===== src/rtl/io_space_pkg.sv =====
package io_space_pkg;

  // ----------------------------------------------------------------------
  // address spaces
  // ----------------------------------------------------------------------
  localparam logic [7:0] IO_PORT_LAST    = 8'h3F;
  localparam logic [7:0] IO_BIT_LAST     = 8'h1F;
  localparam logic [7:0] DATA_IO_OFFSET  = 8'h20;
  localparam logic [7:0] DATA_IO_LAST    = 8'h5F;
  localparam logic [7:0] DATA_EXT_FIRST  = 8'h60;
  localparam logic [7:0] DATA_EXT_LAST   = 8'h7C;
  localparam int         STORE_DEPTH     = 96;

  // ----------------------------------------------------------------------
  // data-space addresses of implemented registers
  // ----------------------------------------------------------------------
  localparam logic [7:0] ADDR_PORT_B_PIN_INPUT   = 8'h23;
  localparam logic [7:0] ADDR_PORT_B_DIRECTION   = 8'h24;
  localparam logic [7:0] ADDR_PORT_B_OUTPUT      = 8'h25;
  localparam logic [7:0] ADDR_PORT_C_PIN_INPUT   = 8'h26;
  localparam logic [7:0] ADDR_PORT_C_DIRECTION   = 8'h27;
  localparam logic [7:0] ADDR_PORT_C_OUTPUT      = 8'h28;
  localparam logic [7:0] ADDR_PORT_D_PIN_INPUT   = 8'h29;
  localparam logic [7:0] ADDR_PORT_D_DIRECTION   = 8'h2A;
  localparam logic [7:0] ADDR_PORT_D_OUTPUT      = 8'h2B;
  localparam logic [7:0] ADDR_PORT_E_PIN_INPUT   = 8'h2C;
  localparam logic [7:0] ADDR_PORT_E_DIRECTION   = 8'h2D;
  localparam logic [7:0] ADDR_PORT_E_OUTPUT      = 8'h2E;
  localparam logic [7:0] ADDR_TIMER0_FLAGS       = 8'h35;
  localparam logic [7:0] ADDR_TIMER1_FLAGS       = 8'h36;
  localparam logic [7:0] ADDR_SCRATCH_BYTE_ONE   = 8'h39;
  localparam logic [7:0] ADDR_SCRATCH_BYTE_TWO   = 8'h3A;
  localparam logic [7:0] ADDR_SCRATCH_BYTE_THREE = 8'h3B;
  localparam logic [7:0] ADDR_EXTERNAL_IRQ_FLAGS = 8'h3C;
  localparam logic [7:0] ADDR_EXTERNAL_IRQ_MASK  = 8'h3D;
  localparam logic [7:0] ADDR_SCRATCH_BYTE_ZERO  = 8'h3E;
  localparam logic [7:0] ADDR_NVM_DATA_CONTROL   = 8'h3F;
  localparam logic [7:0] ADDR_NVM_DATA_BYTE      = 8'h40;
  localparam logic [7:0] ADDR_NVM_ADDRESS_LOW    = 8'h41;
  localparam logic [7:0] ADDR_NVM_ADDRESS_HIGH   = 8'h42;
  localparam logic [7:0] ADDR_TIMER_GLOBAL_CTRL  = 8'h43;
  localparam logic [7:0] ADDR_TIMER0_CONTROL_A   = 8'h44;
  localparam logic [7:0] ADDR_TIMER0_CONTROL_B   = 8'h45;
  localparam logic [7:0] ADDR_TIMER0_COUNT       = 8'h46;
  localparam logic [7:0] ADDR_TIMER0_COMPARE_A   = 8'h47;
  localparam logic [7:0] ADDR_TIMER0_COMPARE_B   = 8'h48;
  localparam logic [7:0] ADDR_PLL_CONTROL_STATUS = 8'h49;
  localparam logic [7:0] ADDR_SERIAL_PERIPH_CTRL = 8'h4C;
  localparam logic [7:0] ADDR_SERIAL_PERIPH_STAT = 8'h4D;
  localparam logic [7:0] ADDR_SERIAL_PERIPH_DATA = 8'h4E;
  localparam logic [7:0] ADDR_COMPARATOR_STATUS  = 8'h50;
  localparam logic [7:0] ADDR_SLEEP_CONTROL      = 8'h53;
  localparam logic [7:0] ADDR_RESET_CAUSE        = 8'h54;
  localparam logic [7:0] ADDR_CORE_CONTROL       = 8'h55;
  localparam logic [7:0] ADDR_SELF_PROGRAM_CTRL  = 8'h57;
  localparam logic [7:0] ADDR_STACK_POINTER_LOW  = 8'h5D;
  localparam logic [7:0] ADDR_STACK_POINTER_HIGH = 8'h5E;
  localparam logic [7:0] ADDR_CORE_STATUS_FLAGS  = 8'h5F;
  localparam logic [7:0] ADDR_WATCHDOG_CONTROL   = 8'h60;
  localparam logic [7:0] ADDR_CLOCK_PRESCALE     = 8'h61;
  localparam logic [7:0] ADDR_POWER_REDUCTION    = 8'h64;
  localparam logic [7:0] ADDR_OSCILLATOR_TRIM    = 8'h66;
  localparam logic [7:0] ADDR_EXTERNAL_IRQ_SENSE = 8'h69;
  localparam logic [7:0] ADDR_TIMER0_IRQ_MASK    = 8'h6E;

  localparam logic [7:0] RESET_VALUE = 8'h00;

  // ----------------------------------------------------------------------
  // kinds of access presented by the core
  // ----------------------------------------------------------------------
  typedef enum logic [3:0] {
    OP_NONE       = 4'b0000,
    OP_PORT_READ  = 4'b0001,
    OP_PORT_WRITE = 4'b0010,
    OP_MEM_READ   = 4'b0011,
    OP_MEM_WRITE  = 4'b0100,
    OP_SET_BIT    = 4'b0101,
    OP_CLEAR_BIT  = 4'b0110,
    OP_SKIP_ONE   = 4'b0111,
    OP_SKIP_ZERO  = 4'b1000
  } access_op_e;

  typedef enum logic [1:0] {
    KIND_NONE = 2'b00,
    KIND_RW   = 2'b01,
    KIND_RO   = 2'b10,
    KIND_W1C  = 2'b11
  } reg_kind_e;

endpackage


===== src/rtl/io_address_map.sv =====
`timescale 1ns/1ps

// ------------------------------------------------------------------------
// data-space address to register kind and implemented-bit mask
// ------------------------------------------------------------------------
module io_address_map (
  input  wire logic [7:0]             data_addr,
  output io_space_pkg::reg_kind_e     kind,
  output logic      [7:0]             bit_mask
);

  always_comb begin
    kind     = io_space_pkg::KIND_NONE;
    bit_mask = 8'h00;
    unique case (data_addr)
      io_space_pkg::ADDR_PORT_B_PIN_INPUT,
      io_space_pkg::ADDR_PORT_C_PIN_INPUT,
      io_space_pkg::ADDR_PORT_D_PIN_INPUT: begin
        kind     = io_space_pkg::KIND_RO;
        bit_mask = 8'hFF;
      end
      io_space_pkg::ADDR_PORT_E_PIN_INPUT: begin
        kind     = io_space_pkg::KIND_RO;
        bit_mask = 8'h07;
      end
      io_space_pkg::ADDR_PORT_E_DIRECTION,
      io_space_pkg::ADDR_PORT_E_OUTPUT: begin
        kind     = io_space_pkg::KIND_RW;
        bit_mask = 8'h07;
      end
      io_space_pkg::ADDR_TIMER0_FLAGS: begin
        kind     = io_space_pkg::KIND_W1C;
        bit_mask = 8'h07;
      end
      io_space_pkg::ADDR_TIMER1_FLAGS: begin
        kind     = io_space_pkg::KIND_W1C;
        bit_mask = 8'h27;
      end
      io_space_pkg::ADDR_EXTERNAL_IRQ_FLAGS: begin
        kind     = io_space_pkg::KIND_W1C;
        bit_mask = 8'h0F;
      end
      io_space_pkg::ADDR_EXTERNAL_IRQ_MASK,
      io_space_pkg::ADDR_NVM_DATA_CONTROL,
      io_space_pkg::ADDR_NVM_ADDRESS_HIGH: begin
        kind     = io_space_pkg::KIND_RW;
        bit_mask = 8'h0F;
      end
      io_space_pkg::ADDR_TIMER_GLOBAL_CTRL: begin
        kind     = io_space_pkg::KIND_RW;
        bit_mask = 8'hC1;
      end
      io_space_pkg::ADDR_TIMER0_CONTROL_A: begin
        kind     = io_space_pkg::KIND_RW;
        bit_mask = 8'hF3;
      end
      io_space_pkg::ADDR_TIMER0_CONTROL_B: begin
        kind     = io_space_pkg::KIND_RW;
        bit_mask = 8'hCF;
      end
      io_space_pkg::ADDR_PLL_CONTROL_STATUS: begin
        kind     = io_space_pkg::KIND_RW;
        bit_mask = 8'h07;
      end
      io_space_pkg::ADDR_SERIAL_PERIPH_STAT: begin
        kind     = io_space_pkg::KIND_RW;
        bit_mask = 8'hC1;
      end
      io_space_pkg::ADDR_COMPARATOR_STATUS: begin
        kind     = io_space_pkg::KIND_RW;
        bit_mask = 8'hF7;
      end
      io_space_pkg::ADDR_RESET_CAUSE,
      io_space_pkg::ADDR_SLEEP_CONTROL: begin
        kind     = io_space_pkg::KIND_RW;
        bit_mask = 8'h0F;
      end
      io_space_pkg::ADDR_CORE_CONTROL: begin
        kind     = io_space_pkg::KIND_RW;
        bit_mask = 8'h93;
      end
      io_space_pkg::ADDR_SELF_PROGRAM_CTRL: begin
        kind     = io_space_pkg::KIND_RW;
        bit_mask = 8'hDF;
      end
      io_space_pkg::ADDR_CLOCK_PRESCALE: begin
        kind     = io_space_pkg::KIND_RW;
        bit_mask = 8'h8F;
      end
      io_space_pkg::ADDR_OSCILLATOR_TRIM: begin
        kind     = io_space_pkg::KIND_RW;
        bit_mask = 8'h7F;
      end
      io_space_pkg::ADDR_TIMER0_IRQ_MASK: begin
        kind     = io_space_pkg::KIND_RW;
        bit_mask = 8'h07;
      end
      io_space_pkg::ADDR_PORT_B_DIRECTION,
      io_space_pkg::ADDR_PORT_B_OUTPUT,
      io_space_pkg::ADDR_PORT_C_DIRECTION,
      io_space_pkg::ADDR_PORT_C_OUTPUT,
      io_space_pkg::ADDR_PORT_D_DIRECTION,
      io_space_pkg::ADDR_PORT_D_OUTPUT,
      io_space_pkg::ADDR_SCRATCH_BYTE_ONE,
      io_space_pkg::ADDR_SCRATCH_BYTE_TWO,
      io_space_pkg::ADDR_SCRATCH_BYTE_THREE,
      io_space_pkg::ADDR_SCRATCH_BYTE_ZERO,
      io_space_pkg::ADDR_NVM_DATA_BYTE,
      io_space_pkg::ADDR_NVM_ADDRESS_LOW,
      io_space_pkg::ADDR_TIMER0_COUNT,
      io_space_pkg::ADDR_TIMER0_COMPARE_A,
      io_space_pkg::ADDR_TIMER0_COMPARE_B,
      io_space_pkg::ADDR_SERIAL_PERIPH_CTRL,
      io_space_pkg::ADDR_SERIAL_PERIPH_DATA,
      io_space_pkg::ADDR_STACK_POINTER_LOW,
      io_space_pkg::ADDR_STACK_POINTER_HIGH,
      io_space_pkg::ADDR_CORE_STATUS_FLAGS,
      io_space_pkg::ADDR_WATCHDOG_CONTROL,
      io_space_pkg::ADDR_POWER_REDUCTION,
      io_space_pkg::ADDR_EXTERNAL_IRQ_SENSE: begin
        kind     = io_space_pkg::KIND_RW;
        bit_mask = 8'hFF;
      end
      default: begin
        kind     = io_space_pkg::KIND_NONE;
        bit_mask = 8'h00;
      end
    endcase
  end

endmodule // io_address_map


===== src/rtl/pin_sync.sv =====
`timescale 1ns/1ps

// ------------------------------------------------------------------------
// two-stage synchroniser for the port pin levels
// ------------------------------------------------------------------------
module pin_sync #(
  parameter int WIDTH = 8
) (
  input  wire logic             clock,
  input  wire logic             reset_n,
  input  wire logic             enable,
  input  wire logic [WIDTH-1:0] async_in,
  output logic      [WIDTH-1:0] sync_out
);

  typedef struct packed {
    logic [WIDTH-1:0] first;
    logic [WIDTH-1:0] second;
  } sync_s;

  sync_s state_reg;
  sync_s state_next;

  always_comb begin
    state_next        = state_reg;
    state_next.first  = async_in;
    state_next.second = state_reg.first;
  end

  always_ff @(posedge clock or negedge reset_n) begin
    if (!reset_n) begin
      state_reg <= '0;
    end else if (enable) begin
      state_reg <= state_next;
    end
  end

  assign sync_out = state_reg.second;

endmodule // pin_sync


===== src/rtl/io_space_address_decode.sv =====
`timescale 1ns/1ps

// Contract
// RULE1: software writes zero into reserved bits whenever it writes a register.
// RULE2: software never writes a reserved I/O address.
// RULE3: bit set and bit clear work on I/O addresses 0x00 to 0x1F and do nothing elsewhere.
// RULE4: in that range any single bit can be tested for the skip-if-one and skip-if-zero tests.
// RULE5: some status flags clear when a one is written and stay when a zero is written.
// RULE6: a bit set or clear changes only the addressed bit, never writing back the others.
// RULE7: port read and port write reach I/O addresses 0x00 to 0x3F, the 64 encodable places.
// RULE8: a load or store reaches an I/O register at its I/O address plus 0x20.
// RULE9: extended registers from data address 0x60 are reached only by loads and stores.
// RULE10: writes to reserved addresses and bits are ignored, and reads of them return zero.
module io_space_address_decode (
  input  wire logic                     clock,
  input  wire logic                     reset_n,
  input  wire logic                     clock_enable,
  input  wire io_space_pkg::access_op_e access_op,
  input  wire logic [7:0]               access_addr,
  input  wire logic [2:0]               access_bit,
  input  wire logic [7:0]               write_data,
  input  wire logic [7:0]               port_b_pins,
  input  wire logic [7:0]               port_c_pins,
  input  wire logic [7:0]               port_d_pins,
  input  wire logic [2:0]               port_e_pins,
  input  wire logic [2:0]               timer0_flag_events,
  input  wire logic [7:0]               timer1_flag_events,
  input  wire logic [3:0]               external_irq_events,
  output logic      [7:0]               read_data,
  output logic                          read_valid,
  output logic                          skip_result,
  output logic                          skip_valid,
  output logic                          access_ignored,
  output logic [7:0]                    port_b_direction,
  output logic [7:0]                    port_b_output,
  output logic [7:0]                    port_c_direction,
  output logic [7:0]                    port_c_output,
  output logic [7:0]                    port_d_direction,
  output logic [7:0]                    port_d_output,
  output logic [2:0]                    port_e_direction,
  output logic [2:0]                    port_e_output
);

  // ----------------------------------------------------------------------
  // state
  // ----------------------------------------------------------------------
  typedef logic [7:0] byte_t;

  typedef struct packed {
    byte_t [io_space_pkg::STORE_DEPTH-1:0] store;
    byte_t                                 read_data;
    logic                                  read_valid;
    logic                                  skip_result;
    logic                                  skip_valid;
    logic                                  access_ignored;
  } decode_s;

  decode_s state_reg;
  decode_s state_next;

  // ----------------------------------------------------------------------
  // address translation
  // ----------------------------------------------------------------------
  function automatic logic is_port_op(io_space_pkg::access_op_e op);
    return op == io_space_pkg::OP_PORT_READ  || op == io_space_pkg::OP_PORT_WRITE
        || op == io_space_pkg::OP_SET_BIT    || op == io_space_pkg::OP_CLEAR_BIT
        || op == io_space_pkg::OP_SKIP_ONE   || op == io_space_pkg::OP_SKIP_ZERO;
  endfunction

  function automatic logic is_bit_op(io_space_pkg::access_op_e op);
    return op == io_space_pkg::OP_SET_BIT  || op == io_space_pkg::OP_CLEAR_BIT
        || op == io_space_pkg::OP_SKIP_ONE || op == io_space_pkg::OP_SKIP_ZERO;
  endfunction

  // port-style ops carry an I/O address, memory ops a data-space address
  logic  addr_ok;
  byte_t data_addr;

  always_comb begin
    data_addr = access_addr;
    addr_ok   = 1'b0;
    if (is_bit_op(access_op)) begin
      data_addr = 8'(access_addr + io_space_pkg::DATA_IO_OFFSET); // RULE8
      addr_ok   = access_addr <= io_space_pkg::IO_BIT_LAST; // RULE3 RULE4
    end else if (is_port_op(access_op)) begin
      data_addr = 8'(access_addr + io_space_pkg::DATA_IO_OFFSET); // RULE8
      addr_ok   = access_addr <= io_space_pkg::IO_PORT_LAST; // RULE7 RULE9
    end else if (access_op != io_space_pkg::OP_NONE) begin
      addr_ok   = access_addr >= io_space_pkg::DATA_IO_OFFSET
               && access_addr <= io_space_pkg::DATA_EXT_LAST; // RULE9
    end
  end

  io_space_pkg::reg_kind_e kind;
  byte_t                   bit_mask;

  io_address_map u_map (
    .data_addr (data_addr),
    .kind      (kind),
    .bit_mask  (bit_mask)
  );

  // ----------------------------------------------------------------------
  // pin inputs, two flops each
  // ----------------------------------------------------------------------
  logic [26:0] pins_sync;

  pin_sync #(.WIDTH(27)) u_pins (
    .clock    (clock),
    .reset_n  (reset_n),
    .enable   (clock_enable),
    .async_in ({port_e_pins, port_d_pins, port_c_pins, port_b_pins}),
    .sync_out (pins_sync)
  );

  // extended registers sit above the 64 standard slots, else 0x64 would alias 0x24
  function automatic int unsigned slot(byte_t addr);
    return (addr[6:5] == 2'b11) ? 64 + int'(addr[4:0]) : int'(addr[5:0]) ^ 32;
  endfunction

  // pin registers read the synchronised levels, not the store
  byte_t current;

  always_comb begin
    unique case (data_addr)
      io_space_pkg::ADDR_PORT_B_PIN_INPUT: current = pins_sync[7:0];
      io_space_pkg::ADDR_PORT_C_PIN_INPUT: current = pins_sync[15:8];
      io_space_pkg::ADDR_PORT_D_PIN_INPUT: current = pins_sync[23:16];
      io_space_pkg::ADDR_PORT_E_PIN_INPUT: current = {5'b0_0000, pins_sync[26:24]};
      default:                             current = state_reg.store[slot(data_addr)];
    endcase
  end

  // ----------------------------------------------------------------------
  // access and flag update
  // ----------------------------------------------------------------------
  logic  mapped;
  byte_t one_bit;
  byte_t clear_mask;

  always_comb begin
    state_next                = state_reg;
    state_next.read_valid     = 1'b0;
    state_next.skip_valid     = 1'b0;
    state_next.access_ignored = 1'b0;
    mapped                    = addr_ok && kind != io_space_pkg::KIND_NONE;
    one_bit                   = byte_t'(8'h01 << access_bit);
    clear_mask                = 8'h00;

    if (access_op != io_space_pkg::OP_NONE && !mapped) begin
      state_next.access_ignored = 1'b1; // RULE10 RULE2
      if (access_op == io_space_pkg::OP_PORT_READ || access_op == io_space_pkg::OP_MEM_READ) begin
        state_next.read_data  = 8'h00; // RULE10
        state_next.read_valid = 1'b1;
      end
      if (access_op == io_space_pkg::OP_SKIP_ONE || access_op == io_space_pkg::OP_SKIP_ZERO) begin
        state_next.skip_result = 1'b0;
        state_next.skip_valid  = 1'b1;
      end
    end else if (mapped) begin
      unique case (access_op)
        io_space_pkg::OP_PORT_READ, io_space_pkg::OP_MEM_READ: begin
          state_next.read_data  = current & bit_mask; // RULE10
          state_next.read_valid = 1'b1;
        end
        io_space_pkg::OP_PORT_WRITE, io_space_pkg::OP_MEM_WRITE: begin
          if (kind == io_space_pkg::KIND_W1C) begin
            clear_mask = write_data & bit_mask; // RULE5
          end else if (kind == io_space_pkg::KIND_RW) begin
            state_next.store[slot(data_addr)] = write_data & bit_mask; // RULE10 RULE1
          end
        end
        io_space_pkg::OP_SET_BIT: begin
          // only the addressed bit moves, neighbouring flags untouched
          if (kind == io_space_pkg::KIND_W1C) begin
            clear_mask = one_bit & bit_mask; // RULE6
          end else if (kind == io_space_pkg::KIND_RW) begin
            state_next.store[slot(data_addr)] =
              state_reg.store[slot(data_addr)] | (one_bit & bit_mask); // RULE6
          end
        end
        io_space_pkg::OP_CLEAR_BIT: begin
          // writing zero to a flag bit leaves it as it is
          if (kind == io_space_pkg::KIND_RW) begin
            state_next.store[slot(data_addr)] =
              state_reg.store[slot(data_addr)] & ~one_bit; // RULE6
          end
        end
        io_space_pkg::OP_SKIP_ONE: begin
          state_next.skip_result = |(current & bit_mask & one_bit); // RULE4
          state_next.skip_valid  = 1'b1;
        end
        io_space_pkg::OP_SKIP_ZERO: begin
          state_next.skip_result = ~|(current & bit_mask & one_bit); // RULE4
          state_next.skip_valid  = 1'b1;
        end
        default: begin
        end
      endcase
    end

    // flag events: set beats a clear in the same cycle
    state_next.store[slot(io_space_pkg::ADDR_TIMER0_FLAGS)] =
      (state_reg.store[slot(io_space_pkg::ADDR_TIMER0_FLAGS)]
       & ~((data_addr == io_space_pkg::ADDR_TIMER0_FLAGS) ? clear_mask : 8'h00))
      | {5'b0_0000, timer0_flag_events}; // RULE5
    state_next.store[slot(io_space_pkg::ADDR_TIMER1_FLAGS)] =
      (state_reg.store[slot(io_space_pkg::ADDR_TIMER1_FLAGS)]
       & ~((data_addr == io_space_pkg::ADDR_TIMER1_FLAGS) ? clear_mask : 8'h00))
      | (timer1_flag_events & 8'h27); // RULE5
    state_next.store[slot(io_space_pkg::ADDR_EXTERNAL_IRQ_FLAGS)] =
      (state_reg.store[slot(io_space_pkg::ADDR_EXTERNAL_IRQ_FLAGS)]
       & ~((data_addr == io_space_pkg::ADDR_EXTERNAL_IRQ_FLAGS) ? clear_mask : 8'h00))
      | {4'b0000, external_irq_events}; // RULE5
  end

  always_ff @(posedge clock or negedge reset_n) begin
    if (!reset_n) begin
      state_reg <= '0;
    end else if (clock_enable) begin
      state_reg <= state_next;
    end
  end

  // ----------------------------------------------------------------------
  // outputs
  // ----------------------------------------------------------------------
  assign read_data        = state_reg.read_data;
  assign read_valid       = state_reg.read_valid;
  assign skip_result      = state_reg.skip_result;
  assign skip_valid       = state_reg.skip_valid;
  assign access_ignored   = state_reg.access_ignored;
  assign port_b_direction = state_reg.store[slot(io_space_pkg::ADDR_PORT_B_DIRECTION)];
  assign port_b_output    = state_reg.store[slot(io_space_pkg::ADDR_PORT_B_OUTPUT)];
  assign port_c_direction = state_reg.store[slot(io_space_pkg::ADDR_PORT_C_DIRECTION)];
  assign port_c_output    = state_reg.store[slot(io_space_pkg::ADDR_PORT_C_OUTPUT)];
  assign port_d_direction = state_reg.store[slot(io_space_pkg::ADDR_PORT_D_DIRECTION)];
  assign port_d_output    = state_reg.store[slot(io_space_pkg::ADDR_PORT_D_OUTPUT)];
  assign port_e_direction = state_reg.store[slot(io_space_pkg::ADDR_PORT_E_DIRECTION)][2:0];
  assign port_e_output    = state_reg.store[slot(io_space_pkg::ADDR_PORT_E_OUTPUT)][2:0];

endmodule // io_space_address_decode


===== config.mk =====
export PLATFORM = sky130hd
export DESIGN_NAME = io_space_address_decode
export DESIGN_NICKNAME = d
export VERILOG_FILES = /design/src/rtl/io_space_pkg.sv /design/src/rtl/io_address_map.sv /design/src/rtl/pin_sync.sv /design/src/rtl/io_space_address_decode.sv
export SDC_FILE = /design/constraint.sdc
export NUM_CORES = 1
export LEC_CHECK = 0
export BUFFER_PORTS_ARGS = -buffer_cell sky130_fd_sc_hd__buf_2
export CORE_MARGIN = 4
export CORE_UTILIZATION = 30
export DETAILED_ROUTE_END_ITERATION = 6
export PLACE_DENSITY = 0.48
export RECOVER_POWER = 50
export SKIP_CTS_REPAIR_TIMING = 1
export SYNTH_ARGS = -nofsm -noshare
export SYNTH_HDL_FRONTEND = slang
export SYNTH_SLANG_ARGS = --single-unit

===== constraint.sdc =====
create_clock -name clock -period 2.95 [get_ports clock]
set_clock_uncertainty 0.1 [all_clocks]
set_input_delay 0.1475 -clock clock [delete_from_list [all_inputs] [get_ports clock]]
set_output_delay 0.1475 -clock clock [all_outputs]
set_load 0.005 [all_outputs]

==> results of run 1 <==
==> kinds of logic (layout without fill, tap and decap cells) <==
kind of cell	Yosys count	in the layout	synth area share, %
flops	834	834	55.0
compound gates	1033	1033	17.8
mux	270	270	9.66
buf+inv	643	1217	7.67
xor+xnor	3	3	0.0891
simple gates	822	822	9.55
fa+ha+maj	8	8	0.264
==> synth_stat cells, types with 7 or more instances <==
master	count	area share, %
or3_1	13	0.21
nor2_1	387	3.8
a22oi_1	21	0.42
mux2i_1	78	2.1
buf_4	92	1.8
nand2_1	209	2.1
nor4_1	15	0.25
o21a_1	14	0.28
o2bb2ai_1	40	0.92
o21ai_0	156	2.1
inv_1	17	0.17
a221oi_1	21	0.48
and2_1	16	0.26
mux2_2	128	3.8
a2bb2oi_1	63	1.5
a211oi_1	23	0.46
o22ai_1	84	1.4
o311ai_0	8	0.18
mux4_2	64	3.8
nand3_1	29	0.38
o22a_1	9	0.21
a31oi_1	45	0.74
a22o_1	16	0.37
o221ai_1	49	1.1
a21oi_1	363	4.8
a21boi_0	12	0.24
buf_1	8	0.079
o211ai_1	14	0.28
nand2b_1	12	0.20
ha_1	8	0.26
clkbuf_1	421	4.2
or2_2	7	0.12
o31ai_1	15	0.30
dfrtp_1	834	55
nor2b_1	40	0.66
nor3_1	56	0.74
buf_2	98	1.3
==> through the flow <==
stage	instances	util [%]	area, µm²	setup WS (ns)
final	5837	41.9	52600	-0.382
after global routing	5837	41.9	52600	-0.476
after floorplan	3613	-	38500	-0.668
after CTS	5697	38.7	48600	-0.685
after detailed placement	5535	36.2	45500	-1.01
after global placement	5535	36.2	45500	-1.04
==> report_power, final <==
part	switching (W)	leakage, nW	internal [W]	total [W]
clock	0.00502	1.52	0.00693	0.0120
sequential	0.0000782	11.5	0.0116	0.0116
combinational	0.00219	11.1	0.00153	0.00372
==> cells in the final DEF (no fill, tap or decap), types with 25 or more instances in the layout <==
cell type | netlist | layout
buf_6 | 4 | 32
a2bb2oi_1 | 63 | 44
buf_2 | 98 | 125
buf_4 | 92 | 600
clkbuf_8 | 0 | 25
clkbuf_16 | 0 | 119
dfrtp_1 | 834 | 834
o22ai_1 | 84 | 77
nor2_1 | 387 | 357
nor2b_1 | 40 | 38
o21ai_1 | 0 | 38
clkbuf_4 | 0 | 36
mux4_2 | 64 | 64
buf_12 | 0 | 128
o21ai_0 | 156 | 90
o21ai_2 | 0 | 27
mux2_2 | 128 | 122
dlygate4sd3_1 | 0 | 52
o221ai_1 | 49 | 41
a31oi_1 | 45 | 32
a21oi_2 | 0 | 121
mux2i_1 | 78 | 77
nor2_4 | 0 | 26
a21oi_1 | 363 | 232
nor3_1 | 56 | 30
nand2_1 | 209 | 178
==> final timing paths <==
kind | start | to | slack, ns | cells after the start
worst max register to register | state_reg[548] | skip_result | -0.38 | 10
worst min-delay path | write_data[7] | state_reg[243] | -0.05 | 4
worst min register to register | state_reg[746] | state_reg[746] | 0.27 | 0
worst max-delay path | state_reg[548] | skip_result | -0.38 | 10
min in group asynchronous | reset_n | state_reg[325] | 0.79 | 2
max in group asynchronous | reset_n | u_pins.state_next[26] | -0.02 | 3
==> routing by layer <==
layer  up-vias  wire length, µm  global-route usage [%]
met2      1386            71600                    34.9
met1     15900            69900                    32.3
met5         -               26                       0
li1      13800                -                       -
met4         4             7110                    7.74
met3       327            13200                    3.84
==> worst max-delay path, stage by stage, from the launching register on <==
cell and delay (ns):
dfrtp_1 0.37, mux4_2 0.48, mux4_2 0.54, o211ai_1 0.30, o32ai_2 0.19, a211o_1 0.28
o211ai_1 0.14, o2111ai_2 0.18, buf_4 0.17, o41ai_4 0.29, o311ai_2 0.15
==> cell type report <==
cell class	instances	area, µm²
fillers	11900	72900
clock inverters	36	459
repair buffers	1035	9980
multi-input cells	2136	16500
well taps	1650	2060
flip-flops and latches	834	20900
clock buffers	126	2660
inverters	20	90.1
==> impl_results.md, run 1 <==
* Status: complete, but fails checks
* Violated checks: negative hold slack, max-capacitance violations, max-slew violations, negative setup slack
* Vias at 31,400
* DRC viols at 0
* CTS tree: yes
* Clock Tree Buf Depth at 3
* Final WS setup at -0.382 ns
* Avg Cell Area, Syn at 10.5 µm²
* RePlAce Congestion at 0.935
* DR iter-0 viols at about 3,300
* I/O Pins at between 100 and 150
* Largest net degree at the start of global routing at 73
* WHS at -0.0546 ns
* # rows at 130
* Final setup viols at 353
* Ys Warns at 0
* CP Launch Type: flop
* Distinct cell type count after synthesis at slightly below 90
* Post-Synthesis Cells at 3,613
* Fin nets at 4,194
* Leak Pwr at 24.1 nW
* Die height at 364 µm
* Tightest Pin Transition at 2.82 ns
* Synth Net Count at 3,689
* Number of flops mapped to enable cells by yosys at 0
* ANT nets after route at 0
* Register area share after synthesis at between 50% and 60%
* Vias per inst at around 5.4
* Power per cell area at 519 nW/µm²
* Setup TNS at -54.06 ns
* Post-synth ARST share at 100%
* CTS sink count at 834
* Final min period at ~3.3 ns
* Initial Util at 30.2%
* Mapped cell area at 37,900 µm²
* Grt total ovfl at 0
* Tot Pwr at between 0.02 and 0.03 W
* H-tree Lvls at 3
* Final WL at 162 mm
* Most common flop cell mapped by yosys: dfrtp_1
* Setup crit end kind: flop
* Core area at 126,000 µm²
* TritonCTS Buffers at a little over 90
* Post-detailed-route wirelength per cell at roughly 28 µm
* Count of buffers from port buffering at 129
* CP Class: reg -> reg
* Unrepaired setup endpoints after global routing: yes
* Chip Width at ~360 µm
* Critical Path Fanout Max at 2
* First-pass DRT Iterations at 5
* Max Clk Rate at 300 MHz
* Req. time, crit path at around 3.4 ns
* Rel. slew slack at -88.0%
* Clk slew on worst S/H paths at ~0.060 ns
* Fin. Hold Viols at 2
* Max-cap violations at 1
* Peak supply drop at 424 µV
* Global-route wire length before repair at about 220 mm
* Final Max Tran Viols at 68
* Max reg flops at 714
* Critical Path AT at 3.78 ns
* Number of synthesized register bits at 834
* CTS root buffer: clkbuf_16
* Share of cells above drive strength 1 at 41.5%
* Die area at 132,000 µm²
* Final period util at 113%
* Worst skew pair latency at ~0.70 ns
* HP Class: in -> reg
* Gr usage total at 22.6%
* Initial antenna violation count at 2
* # diodes at 0
* Detail Placement HPWL at 111 mm
* Synth-to-layout area growth at 38.7%
* Vias in the first global route at around 30,000
Power figures use the tool's default switching activity.
==> inputs of run 2 (changes only) <==
--- a/config.mk
+++ b/config.mk
@@ -9,7 +9,6 @@
 export CORE_MARGIN = 4
 export CORE_UTILIZATION = 30
 export DETAILED_ROUTE_END_ITERATION = 6
-export PLACE_DENSITY = 0.48
 export RECOVER_POWER = 50
 export SKIP_CTS_REPAIR_TIMING = 1
 export SYNTH_ARGS = -nofsm -noshare
==> run 2 against run 1 <==
  * The flow still finishes with violations (negative hold slack, max-capacitance violations, max-slew violations, negative setup slack)
  * Largest power group is now sequential cells
  * Critical path depth rose by 1
  * Count of clock-buffer cells in the layout fell by 1
  * First-iteration DRC count rose by 10%
  * Wire length fell by 5.9%
  * Combinational power fell by 7.5%
  * Via count rose by 1.1%
  * Critical path type unchanged
  * Die area did not move
  * Non-clock buffer count fell by 36
  * Worst setup slack got worse by 0.023 ns
  * Final cell count fell by 0.60%
  * Highest routed layer unchanged
==> impl_results.md, run 2 (synthesis gave the netlist of run 1 again) <==
* Status: complete, but fails checks (unchanged)
* Violated checks: negative hold slack, max-capacitance violations, max-slew violations, negative setup slack (unchanged)
* I/O Pins at 134 (unchanged)
* Die height at 364 µm (unchanged)
* Grt total ovfl at 0 (unchanged)
* Post-detailed-route wirelength per cell at 26.2 µm (was 27.7 µm)
* CP Class: reg -> reg (unchanged)
* Worst Hold Launch: access_addr[1] (was write_data[7])
* Largest net degree at the start of global routing at 103 (was 73)
* Final instance area at 50,700 µm² (was 52,600 µm²)
* Initial Util at 30.2% (unchanged)
* Count of buffers from port buffering at 129 (unchanged)
* Clock Tree Buf Depth at 3 (unchanged)
* Req. time, crit path at 3.43 ns (was 3.39 ns)
* Fin nets at 4,155 (was 4,194)
* R2r startpoint: state_reg[580] (was state_reg[548])
* CTS root buffer: clkbuf_16 (unchanged)
* H-tree Lvls at 3 (unchanged)
* Tightest Pin Transition at 1.93 ns (was 2.82 ns)
* Chip Width at 364 µm (unchanged)
* # rows at 130 (unchanged)
* Initial antenna violation count at 5 (was 2)
* Max Clk Rate at 298 MHz (was 300 MHz)
* Max-cap violations at 1 (unchanged)
* Vias per inst at 5.47 (was 5.38)
* CTS tree: yes (unchanged)
* First-pass DRT Iterations at 5 (unchanged)
* Fin. Hold Viols at 1 (was 2)
* CTS sink count at 834 (unchanged)
* Fill cells at 11,800 (was 11,900)
* Synth-to-layout area growth at 33.7% (was 38.7%)
* Global-route wire length before repair at 214 mm (was 220 mm)
* Worst R2R Path Depth at 11 (was 10)
* Power per cell area at 526 nW/µm² (was 519 nW/µm²)
* Clk slew on worst S/H paths at 0.07 ns (was 0.06 ns)
* Worst skew pair latency at 0.69 ns (was 0.70 ns)
* Final period util at 114% (was 113%)
* Dpl cell area at 45,400 µm² (was 45,500 µm²)
* TritonCTS Buffers at 88 (was 91)
* Detail Placement HPWL at 107 mm (was 111 mm)
* FF+latch area at 20,900 µm² (unchanged)
* RePlAce Congestion at 0.972 (was 0.935)
* DRC viols at 0 (unchanged)
* Commonest cells after routing, fill and taps aside: dfrtp_1, buf_4, nor2_1 (unchanged)
* HP Class: in -> reg (unchanged)
* Rel. slew slack at -29.0% (was -88.0%)
* Gr usage total at 21.7% (was 22.6%)
* Final setup viols at 219 (was 353)
* Worst hold path depth at 4 (unchanged)
* Hold endpoint: state_reg[291] (was state_reg[243])
* Setup Slack @ Placement at -0.991 ns (was -1.01 ns)
* Leak Pwr at 23.5 nW (was 24.1 nW)
* CP Launch Type: flop (unchanged)
* Core area at 126,000 µm² (unchanged)
* Critical Path Fanout Max at 8 (was 2)
* Multi-input gate area at 15,700 µm² (was 16,500 µm²)
* ANT nets after route at 0 (unchanged)
* DR iter-0 viols at 3,646 (was 3,309)
* WHS at -0.00512 ns (was -0.0546 ns)
* Final Max Tran Viols at 15 (was 68)
* Final WL at 152 mm (was 162 mm)
* Share of cells above drive strength 1 at 37.5% (was 41.5%)
* Critical Path AT at 3.83 ns (was 3.78 ns)
* Commonest non-fill, non-tap cell in the layout: dfrtp_1 (unchanged)
* R2r setup slk at -0.41 ns (was -0.38 ns)
* Vias in the first global route at 30,900 (was 30,400)
* Final WS setup at -0.405 ns (was -0.382 ns)
* R2r endpoint: state_reg[292] (was skip_result)
* Max reg flops at 714 (unchanged)
* Unrepaired setup endpoints after global routing: yes (unchanged)
* Setup crit end kind: flop (unchanged)
* Peak supply drop at 489 µV (was 424 µV)
* Final min period at 3.36 ns (was 3.33 ns)
* Die area at 132,000 µm² (unchanged)
* Vias at 31,700 (was 31,400)
## run 2: cell types whose count changed in the layout (fill, tap and decap cells not counted), moves of 13 or more
cell       previous run  this run
a21oi_2             121        65
nor2_4               26        13
nand2_1             178       194
buf_4               600       630
a21oi_1             232       295
buf_12              128       107
clkbuf_16           119       102
## run 2: worst max path at each step
stage                               from             end  slack (ns)  cells after the start
after detailed placement  access_addr[0]     skip_result       -0.99                     16
after CTS                 state_reg[670]     skip_result       -0.74                     12
after global routing      state_reg[580]  state_reg[316]       -0.48                     11
after global placement    access_addr[0]     skip_result       -1.02                     16
final                     state_reg[580]  state_reg[292]       -0.41                     11
after floorplan           access_addr[0]  state_reg[231]       -0.67                     19
## run 2: worst max-delay path: stages, from the launching register on
cell and delay, ns:
dfrtp_1 0.39, mux4_2 0.49, mux4_2 0.52, o211ai_1 0.25
o32ai_2 0.16, o21a_1 0.23, a32oi_1 0.25, o21a_4 0.33
buf_12 0.22, buf_12 0.14, nor3_2 0.05, a2bb2oi_2 0.14
## run 2: stage by stage
stage	hold slack [ns]	cells	setup TNS, ns	util, %	power, W
2_1_floorplan	-0.248	3613	-206.63	-	0.0130
3_3_place_gp	0.00960	5538	-301.67	36.1	0.0149
3_5_place_dp	0.0136	5538	-307.77	36.1	0.0149
4_1_cts	-0.705	5699	-122.69	38.5	0.0264
5_1_grt	0.00458	5800	-62.77	40.4	0.0275
6_report	-0.00512	5802	-36.88	40.4	0.0267
## run 2: power breakdown
part           internal (W)  switching, W
Sequential           0.0116     0.0000781
Combinational       0.00139       0.00205
Clock               0.00669       0.00492
Total                0.0196       0.00704
## run 2: layout make-up
cell class,count,share of cell area (%)
Timing Repair Buffer,999,17.8
Multi-Input combinational cell,2136,30.9
Clock buffer,125,5.11
Clock inverter,36,0.839
Sequential cell,834,41.1
Antenna cell,2,0.00987
Tap cell,1650,4.07
Inverter,20,0.158
## run 2: metal layers
layer / vias up / wire length, µm / GRT usage (%)
li1: 13700 / - / -
met5: - / 69 / 0
met1: 15900 / 61900 / 29.7
met2: 1779 / 65800 / 32.7
met3: 447 / 15600 / 5.10
met4: 4 / 8980 / 9.55
